File: config.mk
export PLATFORM = sky130hd
export DESIGN_NAME = rsx_sig_freeze
export DESIGN_NICKNAME = d
export VERILOG_FILES = /design/src/rtl/rsx_pkg.sv /design/src/rtl/rsx_sig_buf.sv /design/src/rtl/rsx_sig_freeze.sv
export VERILOG_INCLUDE_DIRS = /design/src /design/src/rtl
export SDC_FILE = /design/constraint.sdc
export NUM_CORES = 2
export LEC_CHECK = 0
export BUFFER_PORTS_ARGS = -buffer_cell sky130_fd_sc_hd__buf_2
export CAP_MARGIN = 10
export CORE_AREA = 2 2 331 333
export DETAILED_ROUTE_END_ITERATION = 10
export DIE_AREA = 0 0 333 335
export GPL_TIMING_DRIVEN = 0
export PLACE_DENSITY = 0.66
export SLEW_MARGIN = 10
export SYNTH_ARGS = -nofsm -noshare
export SYNTH_HDL_FRONTEND = slang
export SYNTH_SLANG_ARGS = --single-unit
File: constraint.sdc
create_clock -name clk_i -period 7.1 [get_ports clk_i]
set_input_delay 0 -clock clk_i [delete_from_list [all_inputs] [get_ports clk_i]]
set_output_delay 0 -clock clk_i [all_outputs]
set_load 0.03 [all_outputs]
File: src/rtl/rsx_consts.svh
// Purpose: Offsets, field positions and timing figures of the receive signaling block
// Assumes: Register indices are word indices; byte address is four times the index
// Notes: Definitions only
`ifndef RSX_CONSTS_SVH
`define RSX_CONSTS_SVH

// ****************************************
// Register indices (framer one)
// ****************************************
`define RSX_IDX_SIGC 12'h013
`define RSX_IDX_AONE 12'h038
`define RSX_AONE_REGS 2'h3
`define RSX_IDX_RS 12'h040
`define RSX_IDX_LS4 12'h093
`define RSX_IDX_SS 12'h098
`define RSX_IDX_IM4 12'h0A3
`define RSX_IDX_CSE 12'h0A8
`define RSX_IDX_RSI 12'h0C8
`define RSX_IDX_CFG 12'h0F0
`define RSX_FRAMER_STRIDE 12'h200

// ****************************************
// Field positions
// ****************************************
`define RSX_BIT_COS 3
`define RSX_BIT_FRZ_EN 1
`define RSX_BIT_FRZ_FORCE 2

// ****************************************
// Framing and timing
// ****************************************
`define RSX_CLK_MHZ 100
`define RSX_HOLD_ESF_US 9000
`define RSX_HOLD_D4_US 4500
`define RSX_HOLD_E1_US 6000
`define RSX_INTEG_MF 2'h3
`define RSX_MF_ESF 5'd24
`define RSX_MF_D4 5'd12
`define RSX_MF_E1 5'd16
`define RSX_ROB_PERIOD 6
`define RSX_TS16 5'd16
`define RSX_HALF_E1 5'd16
`define RSX_HALF_T1 5'd12
`define RSX_T1_CHANS 5'd24
`define RSX_LAST_1544 8'd192
`define RSX_LAST_2048 8'hFF

`endif

File: src/rtl/rsx_pkg.sv
// Purpose: Types shared by the receive signaling block
// Assumes: Nothing
// Notes: Structs carry pin groups and configuration
package rsx_pkg;
	typedef struct packed {
		logic mf_start;
		logic valid;
		logic [4:0] chan;
		logic [3:0] abcd;
	} rsx_line_t;
	typedef struct packed {
		logic bp2048;
		logic es_en;
		logic integ;
		logic d4;
		logic e1;
	} rsx_cfg_t;
endpackage

File: src/rtl/rsx_sig_buf.sv
// Purpose: Four-multiframe signaling store, 32 channels of ABCD per page
// Assumes: Single clock, one write and one read port
// Notes: Read data registered, one cycle latency
`timescale 1ns/1ps
module rsx_sig_buf (
	// Clock
	input wire logic clk_i,
	// Write port
	input wire logic wr_en_i,
	input wire logic [6:0] wr_addr_i,
	input wire logic [3:0] wr_data_i,
	// Read port
	input wire logic [6:0] rd_addr_i,
	output logic [3:0] rd_data_o
);
	logic [3:0] mem [128];

	always_ff @(posedge clk_i) begin
		if (wr_en_i) begin
			mem[wr_addr_i] <= wr_data_i;
		end
		rd_data_o <= mem[rd_addr_i];
	end
endmodule

File: src/rtl/rsx_sig_freeze.sv
// Purpose: Receive signaling capture, change of state, buffer, reinsertion, freeze
// Assumes: Line and backplane clocks are slow pins sampled by clk_i
// Notes: Registers are bytes on a 32-bit Wishbone word each
// Function
// RL1: Copy signaling to registers each multiframe
// RL2: Only enabled channels raise change indication
// RL3: Change sets latched status four bit three
// RL4: Integration needs three stable multiframes
// RL5: Masked-in change drives interrupt low
// RL6: Integration setting is global
// RL7: Change status records every channel
// RL8: Serial signaling stream, data left intact
// RL9: Works with elastic store on or off
// RL10: ESF ABCD in lower nibble
// RL11: Stream updated once per multiframe unless frozen
// RL12: D4 repeats AB in lower nibble
// RL13: Backplane sync aligns reinserted signaling
// RL14: Reinsert only selected channels
// RL15: Reinsertion needs elastic store, E1 2.048
// RL16: T1 selected channels forced all ones
// RL17: Freeze on frame or carrier faults
// RL18: Force bit freezes unconditionally
// RL19: Freeze indicator pin while frozen
// RL20: Four-page buffer, three multiframe delay
// RL21: Hold old signaling after cause clears
// RL22: Registers hold during loss of frame
// RL23: Register block at framer index offset
// RL24: Latched bit sticky, interrupt follows it
//
// The register offsets and register access over Wishbone were chosen for this implementation.
`timescale 1ns/1ps
`include "rsx_consts.svh"
module rsx_sig_freeze import rsx_pkg::*; #(
	parameter int FRAMER_IDX = 1,
	parameter int HOLD_ESF = `RSX_HOLD_ESF_US * `RSX_CLK_MHZ,
	parameter int HOLD_D4 = `RSX_HOLD_D4_US * `RSX_CLK_MHZ,
	parameter int HOLD_E1 = `RSX_HOLD_E1_US * `RSX_CLK_MHZ
) (
	// Clock and reset
	input wire logic clk_i,
	input wire logic rst_i,
	// Wishbone slave
	input wire logic wb_cyc_i,
	input wire logic wb_stb_i,
	input wire logic wb_we_i,
	input wire logic [13:0] wb_adr_i,
	input wire logic [31:0] wb_dat_i,
	input wire logic [3:0] wb_sel_i,
	output logic [31:0] wb_dat_o,
	output logic wb_ack_o,
	// Line side pins
	input wire logic rx_line_clk_i,
	input wire rsx_line_t line_i,
	input wire logic out_of_frame_i,
	input wire logic loss_of_frame_i,
	input wire logic carrier_loss_i,
	input wire logic align_change_i,
	// Backplane pins
	input wire logic rx_backplane_clk_i,
	input wire logic rx_multiframe_sync_i,
	input wire logic rx_ser_i,
	output logic rx_serial_out_o,
	output logic rx_sig_stream_out_o,
	// Indicators
	output logic irq_n_out_o,
	output logic freeze_indicator_out_o
);
	// ****************************************
	// Helpers
	// ****************************************
	function automatic logic [7:0] get_byte(logic [31:0] v, logic [1:0] k);
		get_byte = v[k*8 +: 8];
	endfunction

	function automatic logic [31:0] put_byte(logic [31:0] v, logic [1:0] k, logic [7:0] d);
		put_byte = v;
		put_byte[k*8 +: 8] = d;
	endfunction

	function automatic logic [3:0] get_nib(logic [127:0] v, logic [4:0] ch);
		get_nib = v[ch*4 +: 4];
	endfunction

	function automatic logic in_grp4(logic [11:0] i, logic [11:0] b);
		in_grp4 = (i[11:2] == b[11:2]);
	endfunction

	// Robbed-bit frame flag and ABCD index for zero-based frame f
	function automatic logic [2:0] rob_pos(logic [4:0] f);
		int fn;
		fn = int'(f) + 1;
		rob_pos = {fn % `RSX_ROB_PERIOD == 0, 2'(fn / `RSX_ROB_PERIOD - 1)};
	endfunction

	// ****************************************
	// Pin synchronisers
	// ****************************************
	logic [18:0] pins;
	logic [18:0] sync1_reg;
	logic [18:0] sync2_reg;
	logic lclk_d_reg;
	logic bclk_d_reg;
	assign pins = {rx_line_clk_i, line_i, out_of_frame_i, loss_of_frame_i, carrier_loss_i,
		align_change_i, rx_backplane_clk_i, rx_multiframe_sync_i, rx_ser_i};

	always_ff @(posedge clk_i) begin
		if (rst_i) begin
			sync1_reg <= '0;
			sync2_reg <= '0;
			lclk_d_reg <= 1'b0;
			bclk_d_reg <= 1'b0;
		end else begin
			sync1_reg <= pins;
			sync2_reg <= sync1_reg;
			lclk_d_reg <= sync2_reg[18];
			bclk_d_reg <= sync2_reg[2];
		end
	end

	rsx_line_t line_s;
	logic oof_s, lof_s, cl_s, al_s, msync_s, ser_s, line_edge, bedge;
	assign line_s = rsx_line_t'(sync2_reg[17:7]);
	assign {oof_s, lof_s, cl_s, al_s} = sync2_reg[6:3];
	assign {msync_s, ser_s} = sync2_reg[1:0];
	assign line_edge = sync2_reg[18] && !lclk_d_reg;
	assign bedge = sync2_reg[2] && !bclk_d_reg;

	// ****************************************
	// Registers and signaling capture
	// ****************************************
	logic [7:0] ctl_reg, ctl_next;
	logic [31:0] aone_reg, aone_next, cse_reg, cse_next, rsi_reg, rsi_next, css_reg, css_next;
	logic ls4_reg, ls4_next, im4_reg, im4_next, irq_next, ack_next;
	rsx_cfg_t cfg_reg, cfg_next;
	logic [127:0] stage_reg, stage_next, prev_reg, prev_next, rep_reg, rep_next;
	logic [127:0] rs_reg, rs_next;
	logic [63:0] cnt_reg, cnt_next;
	logic [31:0] dat_next;
	logic [11:0] ridx;
	logic [7:0] rd_byte, wd;
	logic [4:0] half;
	logic acc, wr, cos_hit, line_mf;
	logic [3:0] cap_v;
	logic [1:0] cap_c;

	assign acc = wb_cyc_i && wb_stb_i && !wb_ack_o;
	assign wr = acc && wb_we_i && wb_sel_i[0];
	assign wd = wb_dat_i[7:0];
	assign ridx = wb_adr_i[13:2] - 12'((FRAMER_IDX - 1) * `RSX_FRAMER_STRIDE); // see RL23
	assign half = cfg_reg.e1 ? `RSX_HALF_E1 : `RSX_HALF_T1;
	assign line_mf = line_edge && line_s.mf_start;

	always_comb begin
		rd_byte = 8'h00;
		if (ridx == `RSX_IDX_SIGC) begin
			rd_byte = ctl_reg;
		end else if (in_grp4(ridx, `RSX_IDX_AONE)) begin
			rd_byte = get_byte(aone_reg, ridx[1:0]);
		end else if (ridx[11:4] == `RSX_IDX_RS >> 4) begin
			rd_byte = {get_nib(rs_reg, {1'b0, ridx[3:0]}),
				get_nib(rs_reg, 5'({1'b0, ridx[3:0]} + half))};
		end else if (ridx == `RSX_IDX_LS4) begin
			rd_byte[`RSX_BIT_COS] = ls4_reg;
		end else if (in_grp4(ridx, `RSX_IDX_SS)) begin
			rd_byte = get_byte(css_reg, ridx[1:0]);
		end else if (ridx == `RSX_IDX_IM4) begin
			rd_byte[`RSX_BIT_COS] = im4_reg;
		end else if (in_grp4(ridx, `RSX_IDX_CSE)) begin
			rd_byte = get_byte(cse_reg, ridx[1:0]);
		end else if (in_grp4(ridx, `RSX_IDX_RSI)) begin
			rd_byte = get_byte(rsi_reg, ridx[1:0]);
		end else if (ridx == `RSX_IDX_CFG) begin
			rd_byte[$bits(rsx_cfg_t)-1:0] = cfg_reg;
		end
	end

	always_comb begin
		ctl_next = ctl_reg;
		aone_next = aone_reg;
		cse_next = cse_reg;
		rsi_next = rsi_reg;
		css_next = css_reg;
		ls4_next = ls4_reg;
		im4_next = im4_reg;
		cfg_next = cfg_reg;
		stage_next = stage_reg;
		prev_next = prev_reg;
		rep_next = rep_reg;
		rs_next = rs_reg;
		cnt_next = cnt_reg;
		cos_hit = 1'b0;
		cap_v = 4'h0;
		cap_c = 2'h0;
		ack_next = acc;
		dat_next = (acc && !wb_we_i) ? {24'h000000, rd_byte} : 32'h00000000;
		if (wr) begin
			if (ridx == `RSX_IDX_SIGC) ctl_next = wd;
			if (in_grp4(ridx, `RSX_IDX_AONE) && ridx[1:0] < `RSX_AONE_REGS) begin
				aone_next = put_byte(aone_reg, ridx[1:0], wd);
			end
			if (in_grp4(ridx, `RSX_IDX_CSE)) cse_next = put_byte(cse_reg, ridx[1:0], wd);
			if (in_grp4(ridx, `RSX_IDX_RSI)) rsi_next = put_byte(rsi_reg, ridx[1:0], wd);
			if (ridx == `RSX_IDX_IM4) im4_next = wd[`RSX_BIT_COS];
			if (ridx == `RSX_IDX_CFG) cfg_next = rsx_cfg_t'(wd[$bits(rsx_cfg_t)-1:0]);
			// Write one to clear; sets below win
			if (ridx == `RSX_IDX_LS4 && wd[`RSX_BIT_COS]) ls4_next = 1'b0; // see RL24
			if (in_grp4(ridx, `RSX_IDX_SS)) begin
				css_next = put_byte(css_reg, ridx[1:0], get_byte(css_reg, ridx[1:0]) & ~wd);
			end
		end
		if (line_edge && line_s.valid) begin
			stage_next[line_s.chan*4 +: 4] = line_s.abcd;
		end
		// Boundary: skipped during loss of frame so registers keep last good data
		if (line_mf && !lof_s) begin // see RL22
			for (int i = 0; i < 32; i++) begin
				cap_v = stage_reg[i*4 +: 4];
				cap_c = cnt_reg[i*2 +: 2];
				if (cap_v != prev_reg[i*4 +: 4]) begin
					cap_c = 2'h1;
				end else if (cap_c != `RSX_INTEG_MF) begin
					cap_c = cap_c + 2'h1;
				end
				cnt_next[i*2 +: 2] = cap_c;
				prev_next[i*4 +: 4] = cap_v;
				rs_next[i*4 +: 4] = cap_v; // see RL1
				// One global integration switch for every channel
				if (cap_v != rep_reg[i*4 +: 4] &&
					(!cfg_reg.integ || cap_c == `RSX_INTEG_MF)) begin // see RL4, RL6
					rep_next[i*4 +: 4] = cap_v;
					css_next[i] = 1'b1; // see RL7
					if (cse_reg[i]) cos_hit = 1'b1; // see RL2
				end
			end
		end
		if (cos_hit) ls4_next = 1'b1; // see RL3
		irq_next = !(ls4_reg && im4_reg); // see RL5, RL24
	end

	always_ff @(posedge clk_i) begin
		if (rst_i) begin
			ctl_reg <= 8'h00;
			aone_reg <= 32'h00000000;
			cse_reg <= 32'h00000000;
			rsi_reg <= 32'h00000000;
			css_reg <= 32'h00000000;
			ls4_reg <= 1'b0;
			im4_reg <= 1'b0;
			cfg_reg <= '0;
			stage_reg <= '0;
			prev_reg <= '0;
			rep_reg <= '0;
			rs_reg <= '0;
			cnt_reg <= '0;
			wb_ack_o <= 1'b0;
			wb_dat_o <= 32'h00000000;
			irq_n_out_o <= 1'b1;
		end else begin
			ctl_reg <= ctl_next;
			aone_reg <= aone_next;
			cse_reg <= cse_next;
			rsi_reg <= rsi_next;
			css_reg <= css_next;
			ls4_reg <= ls4_next;
			im4_reg <= im4_next;
			cfg_reg <= cfg_next;
			stage_reg <= stage_next;
			prev_reg <= prev_next;
			rep_reg <= rep_next;
			rs_reg <= rs_next;
			cnt_reg <= cnt_next;
			wb_ack_o <= ack_next;
			wb_dat_o <= dat_next;
			irq_n_out_o <= irq_next;
		end
	end

	// ****************************************
	// Freeze control
	// ****************************************
	logic [19:0] hold_reg, hold_next;
	logic [1:0] wr_page_reg, wr_page_next;
	logic frz_cause, frz_now, frz_next;

	assign frz_cause = (ctl_reg[`RSX_BIT_FRZ_EN] && (oof_s || cl_s || al_s)) ||
		ctl_reg[`RSX_BIT_FRZ_FORCE]; // see RL17, RL18
	assign frz_now = frz_cause || hold_reg != 20'h00000;

	always_comb begin
		hold_next = hold_reg;
		wr_page_next = wr_page_reg;
		// Hold time reloads while the cause stands, counts after it clears
		if (frz_cause) begin // see RL21
			hold_next = cfg_reg.e1 ? 20'(HOLD_E1) : cfg_reg.d4 ? 20'(HOLD_D4) : 20'(HOLD_ESF);
		end else if (hold_reg != 20'h00000) begin
			hold_next = hold_reg - 20'h00001;
		end
		if (line_mf && !frz_now) wr_page_next = wr_page_reg + 2'h1; // see RL20
		frz_next = frz_now; // see RL19
	end

	always_ff @(posedge clk_i) begin
		if (rst_i) begin
			hold_reg <= 20'h00000;
			wr_page_reg <= 2'h0;
			freeze_indicator_out_o <= 1'b0;
		end else begin
			hold_reg <= hold_next;
			wr_page_reg <= wr_page_next;
			freeze_indicator_out_o <= frz_next;
		end
	end

	// ****************************************
	// Signaling store and backplane side
	// ****************************************
	logic [7:0] bit_reg, bit_next, last_bit, tbit, sbyte;
	logic [4:0] frm_reg, frm_next, frames, slot, rd_ch;
	logic [1:0] rd_page_reg, rd_page_next;
	logic [2:0] bpos, rob;
	logic [3:0] mem_q, nib;
	logic ser_next, sig_next, fbit, reins_ok;

	rsx_sig_buf u_buf (
		.clk_i(clk_i),
		.wr_en_i(line_edge && line_s.valid && !frz_now), // see RL17
		.wr_addr_i({wr_page_reg, line_s.chan}),
		.wr_data_i(line_s.abcd),
		.rd_addr_i({rd_page_reg, rd_ch}),
		.rd_data_o(mem_q)
	);

	assign last_bit = cfg_reg.bp2048 ? `RSX_LAST_2048 : `RSX_LAST_1544; // see RL9
	assign frames = cfg_reg.e1 ? `RSX_MF_E1 : cfg_reg.d4 ? `RSX_MF_D4 : `RSX_MF_ESF;
	assign fbit = !cfg_reg.bp2048 && bit_reg == 8'h00;
	assign tbit = cfg_reg.bp2048 ? bit_reg : bit_reg - 8'h01;
	assign slot = tbit[7:3];
	assign bpos = tbit[2:0];
	assign rd_ch = (cfg_reg.e1 && slot == `RSX_TS16) ? (bpos[2] ? 5'(frm_reg + `RSX_HALF_E1) :
		frm_reg) : slot;
	assign rob = rob_pos(frm_reg);
	assign nib = (!cfg_reg.e1 && aone_reg[rd_ch]) ? 4'hF : mem_q; // see RL16
	// Sample is always in the lower nibble: ABCD, except D4, which repeats AB
	assign sbyte = cfg_reg.d4 ? {4'h0, nib[3:2], nib[3:2]} : {4'h0, nib}; // see RL10, RL12
	// E1 into a 1.544 backplane is never reinserted
	assign reins_ok = cfg_reg.es_en && rsi_reg[rd_ch] && (cfg_reg.bp2048 || !cfg_reg.e1); // see RL15

	always_comb begin
		bit_next = bit_reg;
		frm_next = frm_reg;
		rd_page_next = rd_page_reg;
		ser_next = rx_serial_out_o;
		sig_next = rx_sig_stream_out_o;
		if (bedge) begin
			sig_next = fbit ? 1'b0 : sbyte[~bpos]; // see RL8
			ser_next = ser_s;
			if (!cfg_reg.e1 && !fbit && slot < `RSX_T1_CHANS && rob[2] && bpos == 3'h7 &&
				(reins_ok || aone_reg[rd_ch])) begin // see RL14, RL16
				ser_next = nib[~rob[1:0]];
			end
			if (cfg_reg.e1 && slot == `RSX_TS16 && frm_reg != 5'h00 && reins_ok) begin // see RL14
				ser_next = nib[~bpos[1:0]];
			end
			// Sync marks the next bit as frame zero, bit zero
			if (msync_s || (bit_reg == last_bit && frm_reg == frames - 5'h01)) begin // see RL13
				bit_next = 8'h00;
				frm_next = 5'h00;
				// Older page three multiframes back; held while frozen
				if (!frz_now) rd_page_next = wr_page_reg + 2'h1; // see RL11, RL20
			end else if (bit_reg == last_bit) begin
				bit_next = 8'h00;
				frm_next = frm_reg + 5'h01;
			end else begin
				bit_next = bit_reg + 8'h01;
			end
		end
	end

	always_ff @(posedge clk_i) begin
		if (rst_i) begin
			bit_reg <= 8'h00;
			frm_reg <= 5'h00;
			rd_page_reg <= 2'h0;
			rx_serial_out_o <= 1'b0;
			rx_sig_stream_out_o <= 1'b0;
		end else begin
			bit_reg <= bit_next;
			frm_reg <= frm_next;
			rd_page_reg <= rd_page_next;
			rx_serial_out_o <= ser_next;
			rx_sig_stream_out_o <= sig_next;
		end
	end
endmodule

After elaboration in Yosys (flattened, before gate mapping) --
Memory sizes are Yosys's and may differ from the RTL's. A register that Yosys moved wholly into a read port is not among the register bits. Cells that the tools add are included.
Storage, ports and cells: RAM bits 512, memories 1, bits in registers 705, output and inout bits 37, input bits 74
Memory list:
- u_buf.mem | words 128, bits a word 4, read ports 1, clocked after Yosys merged registers in 1, wr ports 1, RTL line rsx_sig_buf.sv:16 | logic [3:0] mem [128];
Cells by class: div/mod/pow operators 2, reduce and logical (&&, ||, !) cells 161, $lt $le $gt $ge 6, equality and inequality tests 141, multiplexer cells 270, shift operators 11, bitwise gates (word level) 7, $add $sub $neg 44
Operator list (number):
- $ne 4x4->1 | 64
- $mux 2 | 97
- $mux 1 | 132
- $bwmux 128 | 1
- $bwmux 32 | 4
- $shift 4x34->128 const A | 1
- $shiftx 128x7->4 | 1
- $shiftx 128x8->4 | 1
- $shiftx 32x6->8 | 4
- $shiftx 4x34->128 | 1
- $mux 32 | 3
- $mux 20 | 4
- $reduce_and 2->1 | 40
- $shiftx 8x34->32 | 2
- $add 2x1->2 const B | 33
- $eq 2x2->1 const B | 32
- $mux 8 | 8
- $ne 2x2->1 const B | 32
- $logic_and 1x1->1 | 61
- $mux 5 | 9
- $logic_or 1x1->1 | 39
- $eq 12x8->1 const B | 3
- $neg 5->34 | 1
- $neg 7->34 | 1
- 44 further kinds | 68

Longest topological paths before layout --
depth after elaboration 94, mapped depth 20

By module --
From an unflattened synthesis, not the netlist that was laid out.
Unflattened totals: cells, all modules 4681, area total of the unflattened synthesis 52272.6 sq um
Modules (own cells, without submodules):
- rsx_sig_freeze | times used 1, cells an instance 3780, area an instance 32114.6 sq um, seq. area each 13633.1 sq um
- rsx_sig_buf | times used 1, cells an instance 901, area an instance 20158.1 sq um, seq. area each 15454.8 sq um

Least setup slack after synthesis --
OpenSTA, ideal clock, no wires.
path kind flip-flop to flip-flop, start point reg frm_reg[1], end point reg rx_serial_out_o, library setup time 88 ps, buffers on the path 2, data arrival time 3755 ps, cell stages (with the launch flop) 20, clock period less this slack 3844 ps, data required time 7012 ps, setup slack 3256 ps, path through dfxtp_1 > ha_1 > clkbuf_1 > clkbuf_1 > nand3_1 > xnor2_1 > ha_1 > nor3b_1 > mux2_2 > a32o_1 > a211o_1 > xor2_1 > ha_1 > inv_1 > mux2_2 > o211ai_1 > a211oi_1 > a31oi_1 > o21ai_0 > a311oi_2
Between the ends: longest elaborated chain between the ends 11
RTL lines:
- start: declaration | RTL line rsx_sig_freeze.sv:318 | logic [4:0] frm_reg, frm_next, frames, slot, rd_ch;
- start signal: assignment | RTL line rsx_sig_freeze.sv:388 | frm_reg <= frm_next;
- parallel branches: the longest is 10 deep, another holds $div 32x4->32
- $mux 1 (*) | RTL line rsx_sig_freeze.sv:361 | if (cfg_reg.e1 && slot == `RSX_TS16 && frm_reg != 5'h00 && reins_ok) begin
- end signal: assignment | RTL line rsx_sig_freeze.sv:390 | rx_serial_out_o <= ser_next;
- end: declaration | RTL line rsx_sig_freeze.sv:62 | output logic rx_serial_out_o,
Mark *: on every way between the ends. The select of a mux whose other input is x is not followed. A chain may end at the register's enable or synchronous reset.

Worst setup path in the final report --
start point reg bit_reg[0], end point reg u_buf.rd_data_o[3], read port of u_buf.mem
Between the ends: longest elaborated chain between the ends 5
RTL lines:
- start: declaration | RTL line rsx_sig_freeze.sv:317 | logic [7:0] bit_reg, bit_next, last_bit, tbit, sbyte;
- start signal: assignment | RTL line rsx_sig_freeze.sv:387 | bit_reg <= bit_next;
- $sub 8x1->8 (*) | RTL line rsx_sig_freeze.sv:336 | assign tbit = cfg_reg.bp2048 ? bit_reg : bit_reg - 8'h01;
- $mux 8 (*) | RTL line rsx_sig_freeze.sv:336
- $eq 5x5->1 (no source line)
- $logic_and 1x1->1 (no source line)
- $mux 5 (*) | RTL line rsx_sig_freeze.sv:339 | assign rd_ch = (cfg_reg.e1 && slot == `RSX_TS16) ? (bpos[2] ? 5'(frm_reg + `RSX_HALF_E1) :
- end: declaration | RTL line rsx_sig_buf.sv:14 | output logic [3:0] rd_data_o
Every way passes the cells marked *; elsewhere a longest branch is shown, timed or not.

==> summary.txt <==
Power and ir drop
  – Power density relative to cell area: roughly 240 nW/µm²
  – Switching Fraction: 24.4%
  – Clk pwr share: a little over two fifths
  – Power share of the combinational group: 7.5%
  – Seq pwr share: around half
  – Internal Pwr Total: roughly 11 mW
  – Post-route total power: approximately 15 mW
  – Switching pwr: approximately 3.6 mW
  – Leakage power of the design: around 23 nW
  – Max rail drop VDD: slightly above 0.0002 V

Layout
  – Most frequent standard cell in the layout excluding fill and tap cells: sky130_fd_sc_hd__nand2_1
  – Most frequent cells in the layout: sky130_fd_sc_hd__nand2_1, sky130_fd_sc_hd__nor2_1, sky130_fd_sc_hd__dfxtp_1
  – Largest reg by FF count: u_buf.mem
  – Final instance count without filler cells: slightly above 7000
  – Largest register FFs: around 510
  – Net total in the final layout: between 5000 and 6000
  – Utilization after layout: between 50% and 60%
  – Share of post-route cells with drive strength above 1: under 10%
  – # fillers: 9565
  – Synth-to-Final Area Change: 12.3%
  – Design area: 60400 µm²

Placement
  – Global placer's final weighted congestion: around 1.1
  – Placed inst area: 56000 µm²
  – Cell count after placement: approximately 7000
  – Setup Slack @ Placement: ~1.5 ns
  – I/O Buffers: 54
  – Hpwl dp: ~130 mm

Global routing
  – Final global-route overflow total: 0
  – Number of global-route vias before repair: 39900
  – Total track usage: between 30% and 40%
  – First-pass GRT wire length: approximately 260 mm
  – Maximum number of pins on one net before global-route repair: 82
  – Antenna violations before repair: 7

Min path
  – End point of the most critical hold path: sync1_reg[18]
  – Start point of the worst min-delay path: rx_line_clk_i
  – Number of cells on the worst hold path: 3
  – Hold Path Class: input port to register

STA
  – Tmin final: approximately 5.8 ns
  – Count of final setup violators: 0
  – Total Negative Setup Slacks: 0 ns
  – Worst-Margin Slew: around 1.4 ns
  – Final clock period utilization by the worst path: approximately four fifths
  – Final worst slack: ~1.3 ns
  – Achievable Freq: 172 MHz
  – Relative slew slack: a little under 9%
  – Smallest hold slack: 0.0284 ns
  – Final hold violation count: 0
  – Worst clock skew: 0.0374 ns
  – Pins Over Slew Limit: 0
  – Unrepaired setup endpoints after global routing: false

Setup path
  – WP data arrival: between 6 and 7 ns
  – Slowest cell on the critical path: sky130_fd_sc_hd__a21oi_1
  – Critical path's most frequent cell: sky130_fd_sc_hd__buf_2
  – Category of the worst setup path launch point: register
  – Worst Reg-to-Reg Cells: 16
  – Reg2reg setup slack: about 1.3 ns
  – Gate family responsible for the most delay along the worst path: compound AO/OA/AOI/OAI gates
  – Reg2Reg Launch Point: bit_reg[0]
  – CP peak stage delay: between 0.9 and 1 ns
  – Crit path buf inv count: 6
  – Critical path class: register to register
  – Critical path capture point type: register
  – Crit-path max FO: 10
  – Worst path cell trace: buf_2 > inv_1 > ha_1 > nor4b_4 > o32ai_2 > a21oi_1 > buf_2 > buf_2 > buf_2 > buf_2 > nand2_1 > nand3_1 > nand3_1 > a311oi_1 > a31oi_1 > a221oi_1
  – WP data required: around 7.7 ns
  – Crit Reg-Reg Endpoint: u_buf.rd_data_o[3]

Yosys
  – Number of synthesized flops with an enable pin: 512
  – Part of the Yosys area used for sequential elements: 54.1%
  – Synth Instances: 5313
  – FFs w/ async S/R, synth: 0%
  – Unique masters post-synth: 81
  – Fraction of synthesized cell area taken by the top area cell type: ~29%
  – Synthesized cell area: approximately 54000 µm²
  – Post-synthesis area per instance: approximately 10 µm²
  – Synthesis Warnings: 0
  – Number of synthesized register bits: between 1000 and 1500
  – Area contributors post-synth: sky130_fd_sc_hd__edfxtp_1, sky130_fd_sc_hd__dfxtp_1, sky130_fd_sc_hd__mux2i_1, sky130_fd_sc_hd__nand2_1, sky130_fd_sc_hd__nor2_1
  – Most used flip-flop cell after synthesis: sky130_fd_sc_hd__dfxtp_1
  – Most area-hungry cell type in the Yosys netlist: sky130_fd_sc_hd__edfxtp_1

Floorplan
  – Rows: ~120
  – Core Region: ~110000 µm²
  – Die height: approximately 340 µm
  – Area enclosed by the die boundary: between 100000 and 150000 µm²
  – X dimension of the die: 333 µm
  – Initial core utilization: 49.7%
  – Number of ports placed on the die boundary: 111

Clock network
  – Clock tree root driver cell: sky130_fd_sc_hd__clkbuf_16
  – CTS HTree Levels: 3
  – CTS resizes: 0
  – Clock transition at path regs: 0.06 ns
  – Maximum root-to-sink buffer count: 3
  – Number of buffers created by CTS: 120
  – Source-to-sink clock delay at the later pin of the worst-skew pair: ~0.75 ns
  – TritonCTS clock tree: built
  – Post CTS Setup Buffer Count: 0
  – Count of clock tree sinks: around 1200
  – Hold bufs inserted after CTS: 39

Drt
  – DRC errors left: 0
  – Detailed-route via count: 42100
  – Via/cell ratio: approximately 6
  – Post-detailed-route wirelength per cell: 25.3 µm
  – Number of nets with antenna violations after routing: 0
  – Final wirelength: 179 mm
  – Number of violations reported at the end of detailed-routing iteration 0: approximately 4800
  – TritonRoute pass-1 iters: 6

Job
  – Max-Cap Viols: 0

Outcome
  – Status: complete, no violations
[synth_stat cells, types with 4 or more instances]
cell type	number
sky130_fd_sc_hd__nor2b_1	60
sky130_fd_sc_hd__o21ai_0	40
sky130_fd_sc_hd__nand3b_1	7
sky130_fd_sc_hd__a31oi_1	37
sky130_fd_sc_hd__nor2_1	759
sky130_fd_sc_hd__a22oi_1	27
sky130_fd_sc_hd__dfxtp_1	685
sky130_fd_sc_hd__o22ai_1	5
sky130_fd_sc_hd__nand2b_1	36
sky130_fd_sc_hd__buf_4	35
sky130_fd_sc_hd__o31ai_1	6
sky130_fd_sc_hd__nor3_1	128
sky130_fd_sc_hd__a21oi_1	453
sky130_fd_sc_hd__buf_1	25
sky130_fd_sc_hd__nand2_1	773
sky130_fd_sc_hd__inv_1	55
sky130_fd_sc_hd__clkbuf_1	217
sky130_fd_sc_hd__mux2i_1	450
sky130_fd_sc_hd__nor4_1	67
sky130_fd_sc_hd__a221oi_1	8
sky130_fd_sc_hd__or3_1	6
sky130_fd_sc_hd__nand4_1	41
sky130_fd_sc_hd__a41oi_1	11
sky130_fd_sc_hd__or2_2	7
sky130_fd_sc_hd__ha_1	21
sky130_fd_sc_hd__nand3_1	182
sky130_fd_sc_hd__buf_2	48
sky130_fd_sc_hd__nor3b_1	4
sky130_fd_sc_hd__xor2_1	204
sky130_fd_sc_hd__or4_1	4
sky130_fd_sc_hd__mux4_2	83
sky130_fd_sc_hd__a211oi_1	50
sky130_fd_sc_hd__a222oi_1	5
sky130_fd_sc_hd__mux2_2	8
sky130_fd_sc_hd__o211ai_1	16
sky130_fd_sc_hd__edfxtp_1	512
sky130_fd_sc_hd__and3_1	37
sky130_fd_sc_hd__xnor2_1	91
sky130_fd_sc_hd__and2_1	15
sky130_fd_sc_hd__a311oi_1	21
sky130_fd_sc_hd__o21a_1	5
sky130_fd_sc_hd__nand4b_1	13
[worst register-to-register path: stages, from the launching register on]
cell and delay [ns]:
sky130_fd_sc_hd__dfxtp_1 0.31, sky130_fd_sc_hd__buf_2 0.18, sky130_fd_sc_hd__inv_1 0.10, sky130_fd_sc_hd__ha_1 0.21, sky130_fd_sc_hd__nor4b_4 0.44, sky130_fd_sc_hd__o32ai_2 0.24
sky130_fd_sc_hd__a21oi_1 0.91, sky130_fd_sc_hd__buf_2 0.55, sky130_fd_sc_hd__buf_2 0.39, sky130_fd_sc_hd__buf_2 0.32, sky130_fd_sc_hd__buf_2 0.28, sky130_fd_sc_hd__nand2_1 0.08
sky130_fd_sc_hd__nand3_1 0.11, sky130_fd_sc_hd__nand3_1 0.10, sky130_fd_sc_hd__a311oi_1 0.54, sky130_fd_sc_hd__a31oi_1 0.18, sky130_fd_sc_hd__a221oi_1 0.72
[routing by layer]
layer / vias up / global-route usage (%) / routed length, µm
met5: - / 0 / 0
met4: 0 / 21.2 / 14000
met3: 523 / 5.49 / 15900
met2: 2169 / 49.9 / 80900
met1: 20200 / 39.1 / 68200
li1: 19200 / - / -
[cell type report]
type / count / area [µm²] / area share [%]
Sequential cell: 1197 / 29100 / 48.2
Multi-Input combinational cell: 3754 / 23100 / 38.3
Clock buffer: 160 / 3310 / 5.49
Tap cell: 1414 / 1770 / 2.93
Buffer: 328 / 1450 / 2.40
Timing Repair Buffer: 99 / 793 / 1.31
Clock inverter: 61 / 618 / 1.02
Inverter: 57 / 214 / 0.354
Antenna cell: 9 / 22.5 / 0.0373
[power groups by stage]
stage / registers, mW / clock network (mW) / logic (mW)
finish: 7.27 / 6.33 / 1.11
global placement: 7.45 / 0 / 1.03
floorplan: 7.42 / 0 / 0.693
global route: 7.28 / 6.65 / 1.17
CTS: 7.27 / 6.38 / 1.09
detailed placement: 7.42 / 0 / 1.07
[logic make-up (layout without fill, tap and decap cells)]
group	after synthesis	in the layout	synth area share [%]
AOI/OAI and AO/OA	718	718	7.91
xor gates and xnor gates	296	296	4.86
adders and majority gates	22	22	0.526
buffers and inverters	385	705	3.09
DFF	1197	1197	54.1
muxes	541	541	12.0
other	1	33	0.00698
and+or+nand+nor	2153	2153	17.5
[worst max path at each step]
stage | start | to | cells past startpoint
floorplan | frm_reg[1] | rx_serial_out_o | 19
global placement | sync2_reg[8] | stage_reg[93] | 5
detailed placement | bit_reg[0] | u_buf.rd_data_o[1] | 16
CTS | bit_reg[0] | u_buf.rd_data_o[1] | 16
global route | bit_reg[0] | u_buf.rd_data_o[3] | 16
finish | bit_reg[0] | u_buf.rd_data_o[3] | 16
(Power assumes the default switching activity.)
